## config.mk

```make
export PLATFORM = sky130hd
export DESIGN_NAME = tuning_mcu_move_test_decoder
export DESIGN_NICKNAME = d
export VERILOG_FILES = /design/src/nibble_ram.v /design/src/tuning_mcu_move_test_decoder.v
export VERILOG_INCLUDE_DIRS = /design/src
export SDC_FILE = /design/constraint.sdc
export NUM_CORES = 1
export LEC_CHECK = 0
export BUFFER_PORTS_ARGS = -buffer_cell sky130_fd_sc_hd__buf_2
export CAP_MARGIN = 20
export CORE_AREA = 2 2 248 250
export CTS_CLUSTER_SIZE = 8
export DETAILED_ROUTE_END_ITERATION = 7
export DIE_AREA = 0 0 250 252
export PLACE_DENSITY = 0.42
export RECOVER_POWER = 100
export REMOVE_ABC_BUFFERS = 1
export SYNTH_ARGS = -nofsm -noshare
export SYNTH_HDL_FRONTEND = slang
export SYNTH_SLANG_ARGS = --single-unit
```

## constraint.sdc

```tcl
create_clock -name sys_clk_i -period 10.3 [get_ports sys_clk_i]
set_clock_uncertainty 0.2 [all_clocks]
set_input_delay 0.515 -clock sys_clk_i [delete_from_list [all_inputs] [get_ports sys_clk_i]]
set_output_delay 0.515 -clock sys_clk_i [all_outputs]
set_load 0.03 [all_outputs]
```

## src/tuning_decoder_consts.vh

```
`ifndef TUNING_DECODER_CONSTS_VH
`define TUNING_DECODER_CONSTS_VH

// upper opcode bits [15:10]
`define OPC_XOR_IMM        6'h0E
`define OPC_SHIFT_GROUP    6'h00
`define OPC_MOVE_IND_DEST  6'h36
`define OPC_MOVE_IND_SRC   6'h37
`define OPC_MOVE_ROW_LOCAL 6'h38
`define OPC_TEST_TRUE      6'h3C
`define OPC_TEST_FALSE     6'h3D
// shift group: middle field [9:8] and sub-code [7:4]
`define SHR_MID_FIELD      2'h0
`define SHR_SUB_CODE       4'hE
// field positions
`define OPC_HI             15
`define OPC_LO             10
`define ROW_HI             9
`define ROW_LO             8
`define COL_HI             7
`define COL_LO             4
`define LOW_HI             3
`define LOW_LO             0
// reset values and memory depth
`define CARRY_RST          1'b0
`define NIBBLE_RST         4'h0
`define MEM_WORDS          64

`endif

```

## src/nibble_ram.v

```verilog
`timescale 1ns/1ps
`include "tuning_decoder_consts.vh"

// data memory: one combinational read port, one synchronous write port
module nibble_ram (
    // clock
    input  wire       sys_clk_i,
    // read port
    input  wire [5:0] rd_addr_i,
    output wire [3:0] rd_data_o,
    // write port
    input  wire       wr_en_i,
    input  wire [5:0] wr_addr_i,
    input  wire [3:0] wr_data_i
);

    reg [3:0] mem_ff [0:`MEM_WORDS-1];

    // storage write
    always @(posedge sys_clk_i) begin
        if (wr_en_i) begin
            mem_ff[wr_addr_i] <= wr_data_i;
        end
    end

    assign rd_data_o = mem_ff[rd_addr_i];

endmodule

```

## src/tuning_mcu_move_test_decoder.v

```verilog
// Overview of operation
// - xor-immediate replaces the addressed nibble with its value xor the 4-bit immediate.
// - shift-right (opcode 0, middle 0 0, sub-code 1 1 1 0) rotates the register right via carry.
// - indirect-dest move copies the addressed nibble into the same row at the pointer's column.
// - indirect-src move reads the same row at the pointer's column into the addressed nibble.
// - row-local move copies a nibble from source column to destination column in one row.
// - test-true skips the next instruction when all masked bits of the nibble are one.
// - test-false skips the next instruction when all masked bits of the nibble are zero.
`timescale 1ns/1ps
`include "tuning_decoder_consts.vh"

module tuning_mcu_move_test_decoder (
    // clock and reset
    input  wire        sys_clk_i,
    input  wire        nrst_i,
    // instruction issue, one word per valid cycle
    input  wire        instr_valid_i,
    input  wire [15:0] instr_word_i,
    // debug register write port
    input  wire        reg_wr_en_i,
    input  wire [3:0]  reg_wr_addr_i,
    input  wire [3:0]  reg_wr_data_i,
    // debug memory write port
    input  wire        mem_wr_en_i,
    input  wire [5:0]  mem_wr_addr_i,
    input  wire [3:0]  mem_wr_data_i,
    // debug memory read port (data two cycles after address if no instruction executes in the second cycle)
    input  wire [5:0]  mem_rd_addr_i,
    output reg  [3:0]  mem_rd_data_o,
    // execution status
    output reg         carry_o,
    output reg         skip_pending_o,
    output reg         executed_o,
    output reg         skipped_o
);

    // general registers
    reg  [3:0] gp_reg_ff [0:15];
    reg        carry_ff;
    reg        skip_ff;
    reg        nxt_skip;
    integer    i;

    // instruction fields
    wire [5:0] opcode                 = instr_word_i[`OPC_HI:`OPC_LO];
    wire [1:0] memory_row_field       = instr_word_i[`ROW_HI:`ROW_LO];
    wire [3:0] memory_column_field    = instr_word_i[`COL_HI:`COL_LO];
    wire [3:0] low_field              = instr_word_i[`LOW_HI:`LOW_LO];
    wire [3:0] dest_column_field      = memory_column_field;
    wire [3:0] src_column_field       = low_field;
    wire [3:0] register_column_pointer = gp_reg_ff[low_field];

    // joins row and column into a memory address
    function [5:0] mem_addr;
        input [1:0] row;
        input [3:0] col;
        begin
            mem_addr = {row, col};
        end
    endfunction

    // opcode decode
    wire xor_immediate_op      = (opcode == `OPC_XOR_IMM);
    wire shift_right_carry_op  = (opcode == `OPC_SHIFT_GROUP) &&
                                 (memory_row_field == `SHR_MID_FIELD) &&
                                 (memory_column_field == `SHR_SUB_CODE);
    wire move_indirect_dest_op = (opcode == `OPC_MOVE_IND_DEST);
    wire move_indirect_src_op  = (opcode == `OPC_MOVE_IND_SRC);
    wire move_row_local_op     = (opcode == `OPC_MOVE_ROW_LOCAL);
    wire test_bits_true_op     = (opcode == `OPC_TEST_TRUE);
    wire test_bits_false_op    = (opcode == `OPC_TEST_FALSE);

    // an instruction executes only when not voided by a skip
    wire exec = instr_valid_i && !skip_ff;

    // shift operand and its value rotated right through carry
    wire       shift_now = exec && shift_right_carry_op;
    wire [3:0] shift_src = gp_reg_ff[low_field];
    wire [3:0] shift_res = {carry_ff, shift_src[3:1]};

    // true when every bit picked by the mask is one
    function masked_all_ones;
        input [3:0] value;
        input [3:0] mask;
        begin
            masked_all_ones = ((value & mask) == mask);
        end
    endfunction

    // true when every bit picked by the mask is zero
    function masked_all_zeros;
        input [3:0] value;
        input [3:0] mask;
        begin
            masked_all_zeros = ((value & mask) == 4'h0);
        end
    endfunction

    // memory port wiring
    reg  [5:0] rd_addr;
    wire [3:0] rd_data;
    reg        core_wr;
    reg  [5:0] core_wr_addr;
    reg  [3:0] core_wr_data;
    reg        dbg_rd_sel_ff;
    reg  [5:0] dbg_rd_addr_ff;

    // read address: instruction operand, or the debug address when idle
    // kept apart from the write decode so the address never waits on read data
    always @* begin
        rd_addr = mem_addr(memory_row_field, memory_column_field);
        if (exec) begin
            if (move_indirect_src_op) begin
                rd_addr = mem_addr(memory_row_field, register_column_pointer);
            end else if (move_row_local_op) begin
                rd_addr = mem_addr(memory_row_field, src_column_field);
            end
        end else if (dbg_rd_sel_ff) begin
            rd_addr = dbg_rd_addr_ff;
        end
    end

    // write target, write data and skip decision per instruction
    // moves write back the nibble read in the same cycle
    always @* begin
        core_wr      = 1'b0;
        core_wr_addr = mem_addr(memory_row_field, memory_column_field);
        core_wr_data = `NIBBLE_RST;
        nxt_skip     = 1'b0;
        if (exec) begin
            if (xor_immediate_op) begin
                core_wr      = 1'b1;
                core_wr_data = rd_data ^ low_field;
            end else if (move_indirect_dest_op) begin
                core_wr      = 1'b1;
                core_wr_addr = mem_addr(memory_row_field, register_column_pointer);
                core_wr_data = rd_data;
            end else if (move_indirect_src_op) begin
                core_wr      = 1'b1;
                core_wr_data = rd_data;
            end else if (move_row_local_op) begin
                core_wr      = 1'b1;
                core_wr_addr = mem_addr(memory_row_field, dest_column_field);
                core_wr_data = rd_data;
            end else if (test_bits_true_op) begin
                nxt_skip = masked_all_ones(rd_data, low_field);
            end else if (test_bits_false_op) begin
                nxt_skip = masked_all_zeros(rd_data, low_field);
            end
        end
    end

    // core writes take priority over debug writes
    // a debug write that meets an instruction write is lost
    wire       ram_wr      = core_wr || mem_wr_en_i;
    wire [5:0] ram_wr_addr = core_wr ? core_wr_addr : mem_wr_addr_i;
    wire [3:0] ram_wr_data = core_wr ? core_wr_data : mem_wr_data_i;

    // data memory, not cleared by reset
    nibble_ram u_ram (
        .sys_clk_i (sys_clk_i),
        .rd_addr_i (rd_addr),
        .rd_data_o (rd_data),
        .wr_en_i   (ram_wr),
        .wr_addr_i (ram_wr_addr),
        .wr_data_i (ram_wr_data)
    );

    // debug read address capture
    always @(posedge sys_clk_i) begin
        if (!nrst_i) begin
            dbg_rd_sel_ff  <= 1'b0;
            dbg_rd_addr_ff <= 6'h00;
        end else begin
            dbg_rd_sel_ff  <= 1'b1;
            dbg_rd_addr_ff <= mem_rd_addr_i;
        end
    end

    // registers, carry and skip state
    always @(posedge sys_clk_i) begin
        if (!nrst_i) begin
            carry_ff <= `CARRY_RST;
            skip_ff  <= 1'b0;
            for (i = 0; i < 16; i = i + 1) begin
                gp_reg_ff[i] <= `NIBBLE_RST;
            end
        end else begin
            // a debug register write in a shift cycle is dropped
            if (shift_now) begin
                gp_reg_ff[low_field] <= shift_res;
                carry_ff             <= shift_src[0];
            end else if (reg_wr_en_i) begin
                gp_reg_ff[reg_wr_addr_i] <= reg_wr_data_i;
            end
            // a skip consumes one valid slot then clears
            if (instr_valid_i) begin
                skip_ff <= nxt_skip;
            end
        end
    end

    // registered status outputs
    // carry and skip outputs show the value their state bits take at this edge
    // read data shows the debug address latched one edge earlier while idle
    always @(posedge sys_clk_i) begin
        if (!nrst_i) begin
            mem_rd_data_o  <= `NIBBLE_RST;
            carry_o        <= `CARRY_RST;
            skip_pending_o <= 1'b0;
            executed_o     <= 1'b0;
            skipped_o      <= 1'b0;
        end else begin
            mem_rd_data_o  <= rd_data;
            carry_o        <= shift_now ? shift_src[0] : carry_ff;
            skip_pending_o <= instr_valid_i ? nxt_skip : skip_ff;
            executed_o     <= exec;
            skipped_o      <= instr_valid_i && skip_ff;
        end
    end

endmodule

```

==> results of run 1 <==
## final timing paths
| path | endpoint | slack (ns) | start |
|---|---|---|---|
| worst max-delay path | u_ram.mem_ff[61][2] | 2.91 | instr_word_i[0] |
| worst min-delay path | skip_pending_o | 0.17 | instr_word_i[11] |
| worst max register to register | u_ram.mem_ff[61][2] | 3.76 | gp_reg_ff[3][0] |
| worst min register to register | skipped_o | 0.32 | skip_pending_o |
## cells in the mapped netlist (14+ instances only)
cell      number  share of area [%]
edfxtp_1     320                 64
nor2_1       152                3.8
mux2i_1       41                2.8
clkbuf_1      36               0.91
dfxtp_1       15                2.0
buf_2         14               0.47
and3_1        37                1.6
a211oi_1      31                1.6
nand3_1       49                1.6
a31oi_1       33                1.4
o21ai_0       34                1.1
nand2_1      194                4.9
## per-stage QoR
stage / area (µm²) / total power, µW
after floorplan: 14600 / 1740
after global placement: 16000 / 1890
after detailed placement: 16100 / 1890
after CTS: 17600 / 3410
after global routing: 17500 / 3480
final: 17500 / 3360
## per-layer routing
layer  GRT usage [%]  up-vias
li1                -     4562
met1            19.7     5021
met2            23.9      253
met3            2.85       79
met4            4.31        0
met5               0        -
## cell type report
class / instances / area [µm²]
Tap cell: 782 / 978
Clock buffer: 78 / 1350
Sequential cell: 335 / 9910
Fill cell: 6256 / 42600
Timing Repair Buffer: 84 / 488
Inverter: 2 / 7.51
Multi-Input combinational cell: 765 / 4700
Clock inverter: 3 / 76.3
## state kept, by name (all words and copies together), names as in the netlist
register	count
executed_o	1
skip_pending_o	1
dbg_rd_sel_ff	1
u_ram.mem_ff	256
carry_o	1
skipped_o	1
dbg_rd_addr_ff	6
gp_reg_ff	64
mem_rd_data_o	4
## layout by cell type, fill, tap and decap left out, types with 33 or more instances in the layout
| master | instances |
|---|---|
| edfxtp_1 | 320 |
| nand2_1 | 195 |
| nor2_1 | 151 |
| nand3_1 | 49 |
| clkbuf_16 | 49 |
| buf_2 | 43 |
| clkbuf_1 | 42 |
| mux2i_1 | 39 |
| and3_1 | 37 |
| o21ai_0 | 33 |
## power by group through the flow
stage | clock network [µW] | registers (µW) | logic (µW)
floorplan | 0 | 1560 | 179
global placement | 0 | 1550 | 337
detailed placement | 0 | 1550 | 340
CTS | 1540 | 1530 | 344
global route | 1590 | 1530 | 361
finish | 1500 | 1530 | 333
## cells by family (layout without fill, tap and decap cells)
logic type	count (synthesis)	in the layout	share of synthesized area, %
AOI/OAI and AO/OA	180	180	8.69
DFF	335	335	66.5
adders and majority gates	8	8	0.672
and+or+nand+nor	515	515	15.9
muxes	62	62	5.88
buffers and inverters	66	167	2.37
## critical path: stages
cell and delay, ns:
clkbuf_1 1.12, mux4_1 0.70, mux4_2 0.53, or2_4 0.45, nand2_1 0.99, buf_4 0.76, nand2_1 0.11, and3_1 0.24
o31ai_1 0.44, a211oi_1 0.30, nor2_1 0.16, ha_1 0.24, and3_1 0.14, a21oi_1 0.21, o21ai_4 0.08, buf_4 0.34
==> results.toml, run 1 <==
[outcome]
status = "finished with violations"
failed_checks = "capacitance limit, slew limit"

[power_and_ir_drop]
switching_share_pct = 25.0
seqPwrFrac_pct = 45.4
power_switching_uw = 840
power_frac_comb_pct = 9.9
peakVddDrop_v = 0.000105
p_clk_share_pct = 44.7
p_int_uw = 2520
power_density_mw_per_mm2 = 192
cellLeakagePower_uw = 0.00587

[flow_run]
max_cap_violations = 2

[timing]
hold_viol_final = 0
fin_crit_sh_pct = 71.8
slew-limit-headroom_pct = -36.5
setup_slack_ns = 2.91
hold_slack_ns = 0.169
setup_violations = 0
clock.fmax_mhz = 135
maxSlewViolCount = 58
rsz0062_at_grt = "no"
finalCriticalPeriod_ns = 7.39
fin_tns_setup_ns = 0
worstMarginPinSlew_ns = 2.05

[synth]
ys.flop_type = "edfxtp_1"
ys_seq_area_share_pct = 66.5
synth_edf_count = 320
synthCells = 1166
avgSynthCellArea_um2 = 12.8
ys_types = 72
ys_ff_latch = 335
netlist_area_mm2 = 0.0149
synth-warning-count = 0
async_flop_share_pct = 0

[global_route]
grt_pass1_vias = 10000
grt_max_degree = 65
grt_pass1_wl_mm = 68.0
grt_overflow = 0
grt_usage_pct = 14.6
antenna_found_initial = 1

[placement]
place_congestion = 0.782
numPortBuffers = 52
dp_worst_setup_slack_ns = 3.63
post-place-cells = 1960
place_hpwl_mm = 29.8

[detailed_routing]
via_per_inst = 4.84
drcViolationCount = 0
drt_wl_total_mm = 46.3
ant_nets = 0
avgRoutedWirePerCell_um = 22.6
firstDrtPassIters = 5
wl_met1_mm = 20.8
wl_met3_mm = 2.43
vias = 9915
wl_met2_mm = 21.9
drtIter0Drc = 816
top_layer_used = "met4"

[setup_path]
cp_max_fo = 64
ff2ff_path_depth = 15
required_ns = 10.33
critPathKind = "input port to flip-flop"
worstPathArrival_ns = 7.42
crit_path_end_kind = "flip-flop"
crit_path_start_kind = "input port"

[layout]
final_cells = 2049
area_growth_pct = 17.5
fin_util_pct = 29.1
fin_nets = 1289
drive_above_1_share_pct = 12.6
antenna_cells = 0

[clocking]
ctsRootBufferMaster = "clkbuf_16"
clkSlewWorstSetupHoldPaths_ns = 0.05
clk_path_buf_depth = 3
htreeDepth = 2
post_cts_resized = 0
cts_setup_buffers = 0
cts_tree = "done"
cts_hold_buf = 7
clkLatencyLatePin_ns = 0.59
numCtsBuffers = 48
clock_sinks = 335

[floorplanning]
die_x_um = 250
io_pins = 53
dieArea_mm2 = 0.0630
rows = 90
initial_core_util_pct = 24.8
die_h_um = 252
core-area_mm2 = 0.0601

[hold_path]
min_path_type = "input port to flip-flop"
min_path_cells = 3
(Power assumes the default switching activity.)
==> run 2: changes to the inputs <==
--- a/config.mk
+++ b/config.mk
@@ -6,13 +6,14 @@
 export SDC_FILE = /design/constraint.sdc
 export NUM_CORES = 1
 export LEC_CHECK = 0
+export ABC_AREA = 1
 export BUFFER_PORTS_ARGS = -buffer_cell sky130_fd_sc_hd__buf_2
 export CAP_MARGIN = 20
-export CORE_AREA = 2 2 248 250
+export CORE_AREA = 2 2 249 251
 export CTS_CLUSTER_SIZE = 8
 export DETAILED_ROUTE_END_ITERATION = 7
-export DIE_AREA = 0 0 250 252
-export PLACE_DENSITY = 0.42
+export DIE_AREA = 0 0 251 253
+export PLACE_DENSITY = 0.43
 export RECOVER_POWER = 100
 export REMOVE_ABC_BUFFERS = 1
 export SYNTH_ARGS = -nofsm -noshare
==> constraint.sdc (replaced) <==
create_clock -name sys_clk_i -period 6.7 [get_ports sys_clk_i]
set_clock_uncertainty 0.2 [all_clocks]
set_input_delay 0.335 -clock sys_clk_i [delete_from_list [all_inputs] [get_ports sys_clk_i]]
set_output_delay 0.335 -clock sys_clk_i [all_outputs]
set_load 0.03 [all_outputs]
==> run 2 against run 1 <==
  * The run still ends with capacitance limit, slew limit left
  * Via count increased by 12%
  * Setup slack worse by 1.8 ns
  * Global-route usage fell by 0.057 points
  * Synthesized area increased by 0.86%
  * Critical endpoint is now u_ram.mem_ff[53][0]
  * Largest power group unchanged
==> results.toml, run 2 <==
[floorplanning]
die_x_um = 251
die_h_um = 253
initial_core_util_pct = 24.6
dieArea_mm2 = 0.0635
io_pins = 53
rows = 91
core-area_mm2 = 0.0610

[timing]
setup_violations = 0
clock.fmax_mhz = 180
slew-limit-headroom_pct = -5.40
fin_crit_sh_pct = 83.0
finalCriticalPeriod_ns = 5.56
worstMarginPinSlew_ns = 1.58
rsz0062_at_grt = "no"
maxSlewViolCount = 27
hold_viol_final = 0

[synth]
synth_top_family_by_area = "simple AND/OR/NAND/NOR gates"
synthXorXnorAreaFrac_pct = 0
synth_fa_ha_area_share_pct = 0.666
synth_top_cells_by_area = "edfxtp_1, nand3_1, nand2_1"
async_flop_share_pct = 0
ys_seq_area_share_pct = 65.9
yosysMostFrequentCell = "nand3_1"
synth.area.mux_share_pct = 0
yosysTopAreaCellShare_pct = 63.9
synth_compound_area_share_pct = 1.65
ys_ff_latch = 335
synth-warning-count = 0
synthCells = 1464
avgSynthCellArea_um2 = 10.3
synth_top_area_cell = "edfxtp_1"
netlist_area_mm2 = 0.0150
ys.flop_type = "edfxtp_1"
synth_edf_count = 320
synth-simple-area-share_pct = 27.2
ys_types = 29
synthTopCellsByCount = "nand3_1, edfxtp_1, nand2_1"

[clocking]
htreeDepth = 2
clkLatencyLatePin_ns = 0.58
clk_path_buf_depth = 3
cts_tree = "done"
ctsRootBufferMaster = "clkbuf_16"
cts_hold_buf = 8
numCtsBuffers = 47
post_cts_resized = 0
cts_setup_buffers = 0
clock_sinks = 335
clkSlewWorstSetupHoldPaths_ns = 0.05

[power_and_ir_drop]
cellLeakagePower_uw = 0.00635
power_density_mw_per_mm2 = 290
peakVddDrop_v = 0.000171
p_total_uw = 5040

[detailed_routing]
via_per_inst = 4.79
firstDrtPassIters = 5
drtIter0Drc = 862
drcViolationCount = 0
ant_nets = 0
avgRoutedWirePerCell_um = 20.1
vias = 11100
drt_wl_total_mm = 46.5

[placement]
place_congestion = 0.802
place_hpwl_mm = 28.7
numPortBuffers = 52
place_area_mm2 = 0.0161

[layout]
largest_reg_flops = 256
fin_nets = 1562
antenna_cells = 0
drive_above_1_share_pct = 8.32
final_area_mm2 = 0.0174
reg_top3 = "u_ram.mem_ff x256, gp_reg_ff x64, dbg_rd_addr_ff x6"
top_register = "u_ram.mem_ff"
most-common-layout-cells = "nand3_1, nand2_1, edfxtp_1, nor2_1, inv_1"
layout_commonest_cell = "nand3_1"
area_growth_pct = 15.8

[hold_path]
min_path_type = "input port to flip-flop"
hp-start = "instr_word_i[10]"
whs_endpoint = "skip_pending_o"
min_path_cells = 3

[outcome]
status = "finished with violations"
failed_checks = "capacitance limit, slew limit"

[setup_path]
rrSetupSlack_ns = 1.52
reg2reg_from = "gp_reg_ff[7][0]"
crit_path_end_kind = "flip-flop"
crit_path_start_kind = "input port"
ff2ff_path_depth = 24
cp_max_fo = 54
timing.rr.end = "u_ram.mem_ff[53][0]"
worstPathArrival_ns = 5.66
required_ns = 6.79
critPathKind = "input port to flip-flop"
setup.worst_path.start = "instr_word_i[13]"

[flow_run]
max_cap_violations = 1

[global_route]
grt_pass1_vias = 11000
grt_max_degree = 121
grt_pass1_wl_mm = 70.1
grt_overflow = 0
antenna_found_initial = 0
grt_usage_pct = 14.6
-- run 2: cell count changes after synthesis, sizes merged, moves of 10 or more --
cell / delta
a211oi: -32
a31oi: -33
a32oi: -10
and2: -13
and3: -38
buf: +34
clkbuf: -15
inv: +62
mux2i: -41
mux4: -18
nand2: +131
nand3: +378
nand4: -11
o21ai: -14
-- run 2: per-stage QoR --
stage	setup slack (ns)	instances	hold WS, ns	utilization, %	setup TNS, ns
after detailed placement	1.08	2242	0.280	26.4	0
after CTS	1.68	2317	0.0231	28.6	0
final	1.14	2317	0.0640	28.5	0
after floorplan	-2.97	1381	0.163	-	-769.91
after global placement	1.11	2242	0.275	26.4	0
after global routing	0.664	2317	0.0563	28.5	0
-- run 2: cell type report --
class	instances	area (µm²)
clock buffers	65	1240
fillers	6446	43600
flip-flops and latches	335	9910
clock inverters	2	28.8
inverters	65	246
repair buffers	79	536
multi-input cells	981	4450
well taps	790	988
-- run 2: cells by family (layout without fill, tap and decap cells) --
logic type	count (synthesis)	after routing
flops	335	335
fa+ha+maj	8	8
simple gates	931	931
compound gates	42	42
buf+inv	148	211
-- run 2: power by group --
| group | internal, µW | total [µW] | switching [µW] |
|---|---|---|---|
| combinational | 138 | 547 | 409 |
| clock | 1270 | 2150 | 874 |
| sequential | 2340 | 2350 | 9.70 |
| total | 3750 | 5040 | 1290 |
-- run 2: worst max-delay path by stage --
stage | end | cells past startpoint
2_1_floorplan | u_ram.mem_ff[0][0] | 17
3_3_place_gp | u_ram.mem_ff[52][1] | 24
3_5_place_dp | u_ram.mem_ff[53][1] | 24
4_1_cts | u_ram.mem_ff[53][1] | 24
5_1_grt | u_ram.mem_ff[56][2] | 26
6_report | u_ram.mem_ff[53][0] | 26
-- run 2: per-layer routing --
metal / share of wire, % / wire length (µm) / global-route usage (%) / vias up
met4: 2.6 / 1220 / 4.71 / 0
li1: - / - / - / 5206
met1: 46 / 21300 / 20.1 / 5453
met5: 0 / 0 / 0 / -
met3: 7.1 / 3310 / 3.54 / 77
met2: 44 / 20700 / 22.4 / 357
-- run 2: worst max-delay path: stages --
cell,delay [ns]
dlygate4sd3_1,0.52
clkbuf_1,0.15
clkinv_1,0.11
nor2_2,0.15
nand3_2,0.20
o211ai_1,0.22
nand2_1,0.08
clkinv_1,0.06
nand2_1,0.13
nand2_4,0.53
buf_4,0.47
clkbuf_1,0.23
nand2_1,0.09
nand3_1,0.08
nand3_1,0.07
nand3_1,0.12
nand3_1,0.07
nand3_1,0.10
nand2_1,0.11
inv_1,0.08
ha_1,0.22
nor2_1,0.10
nor2_1,0.06
nand2_1,0.09
nand2_1,0.72
buf_12,0.48
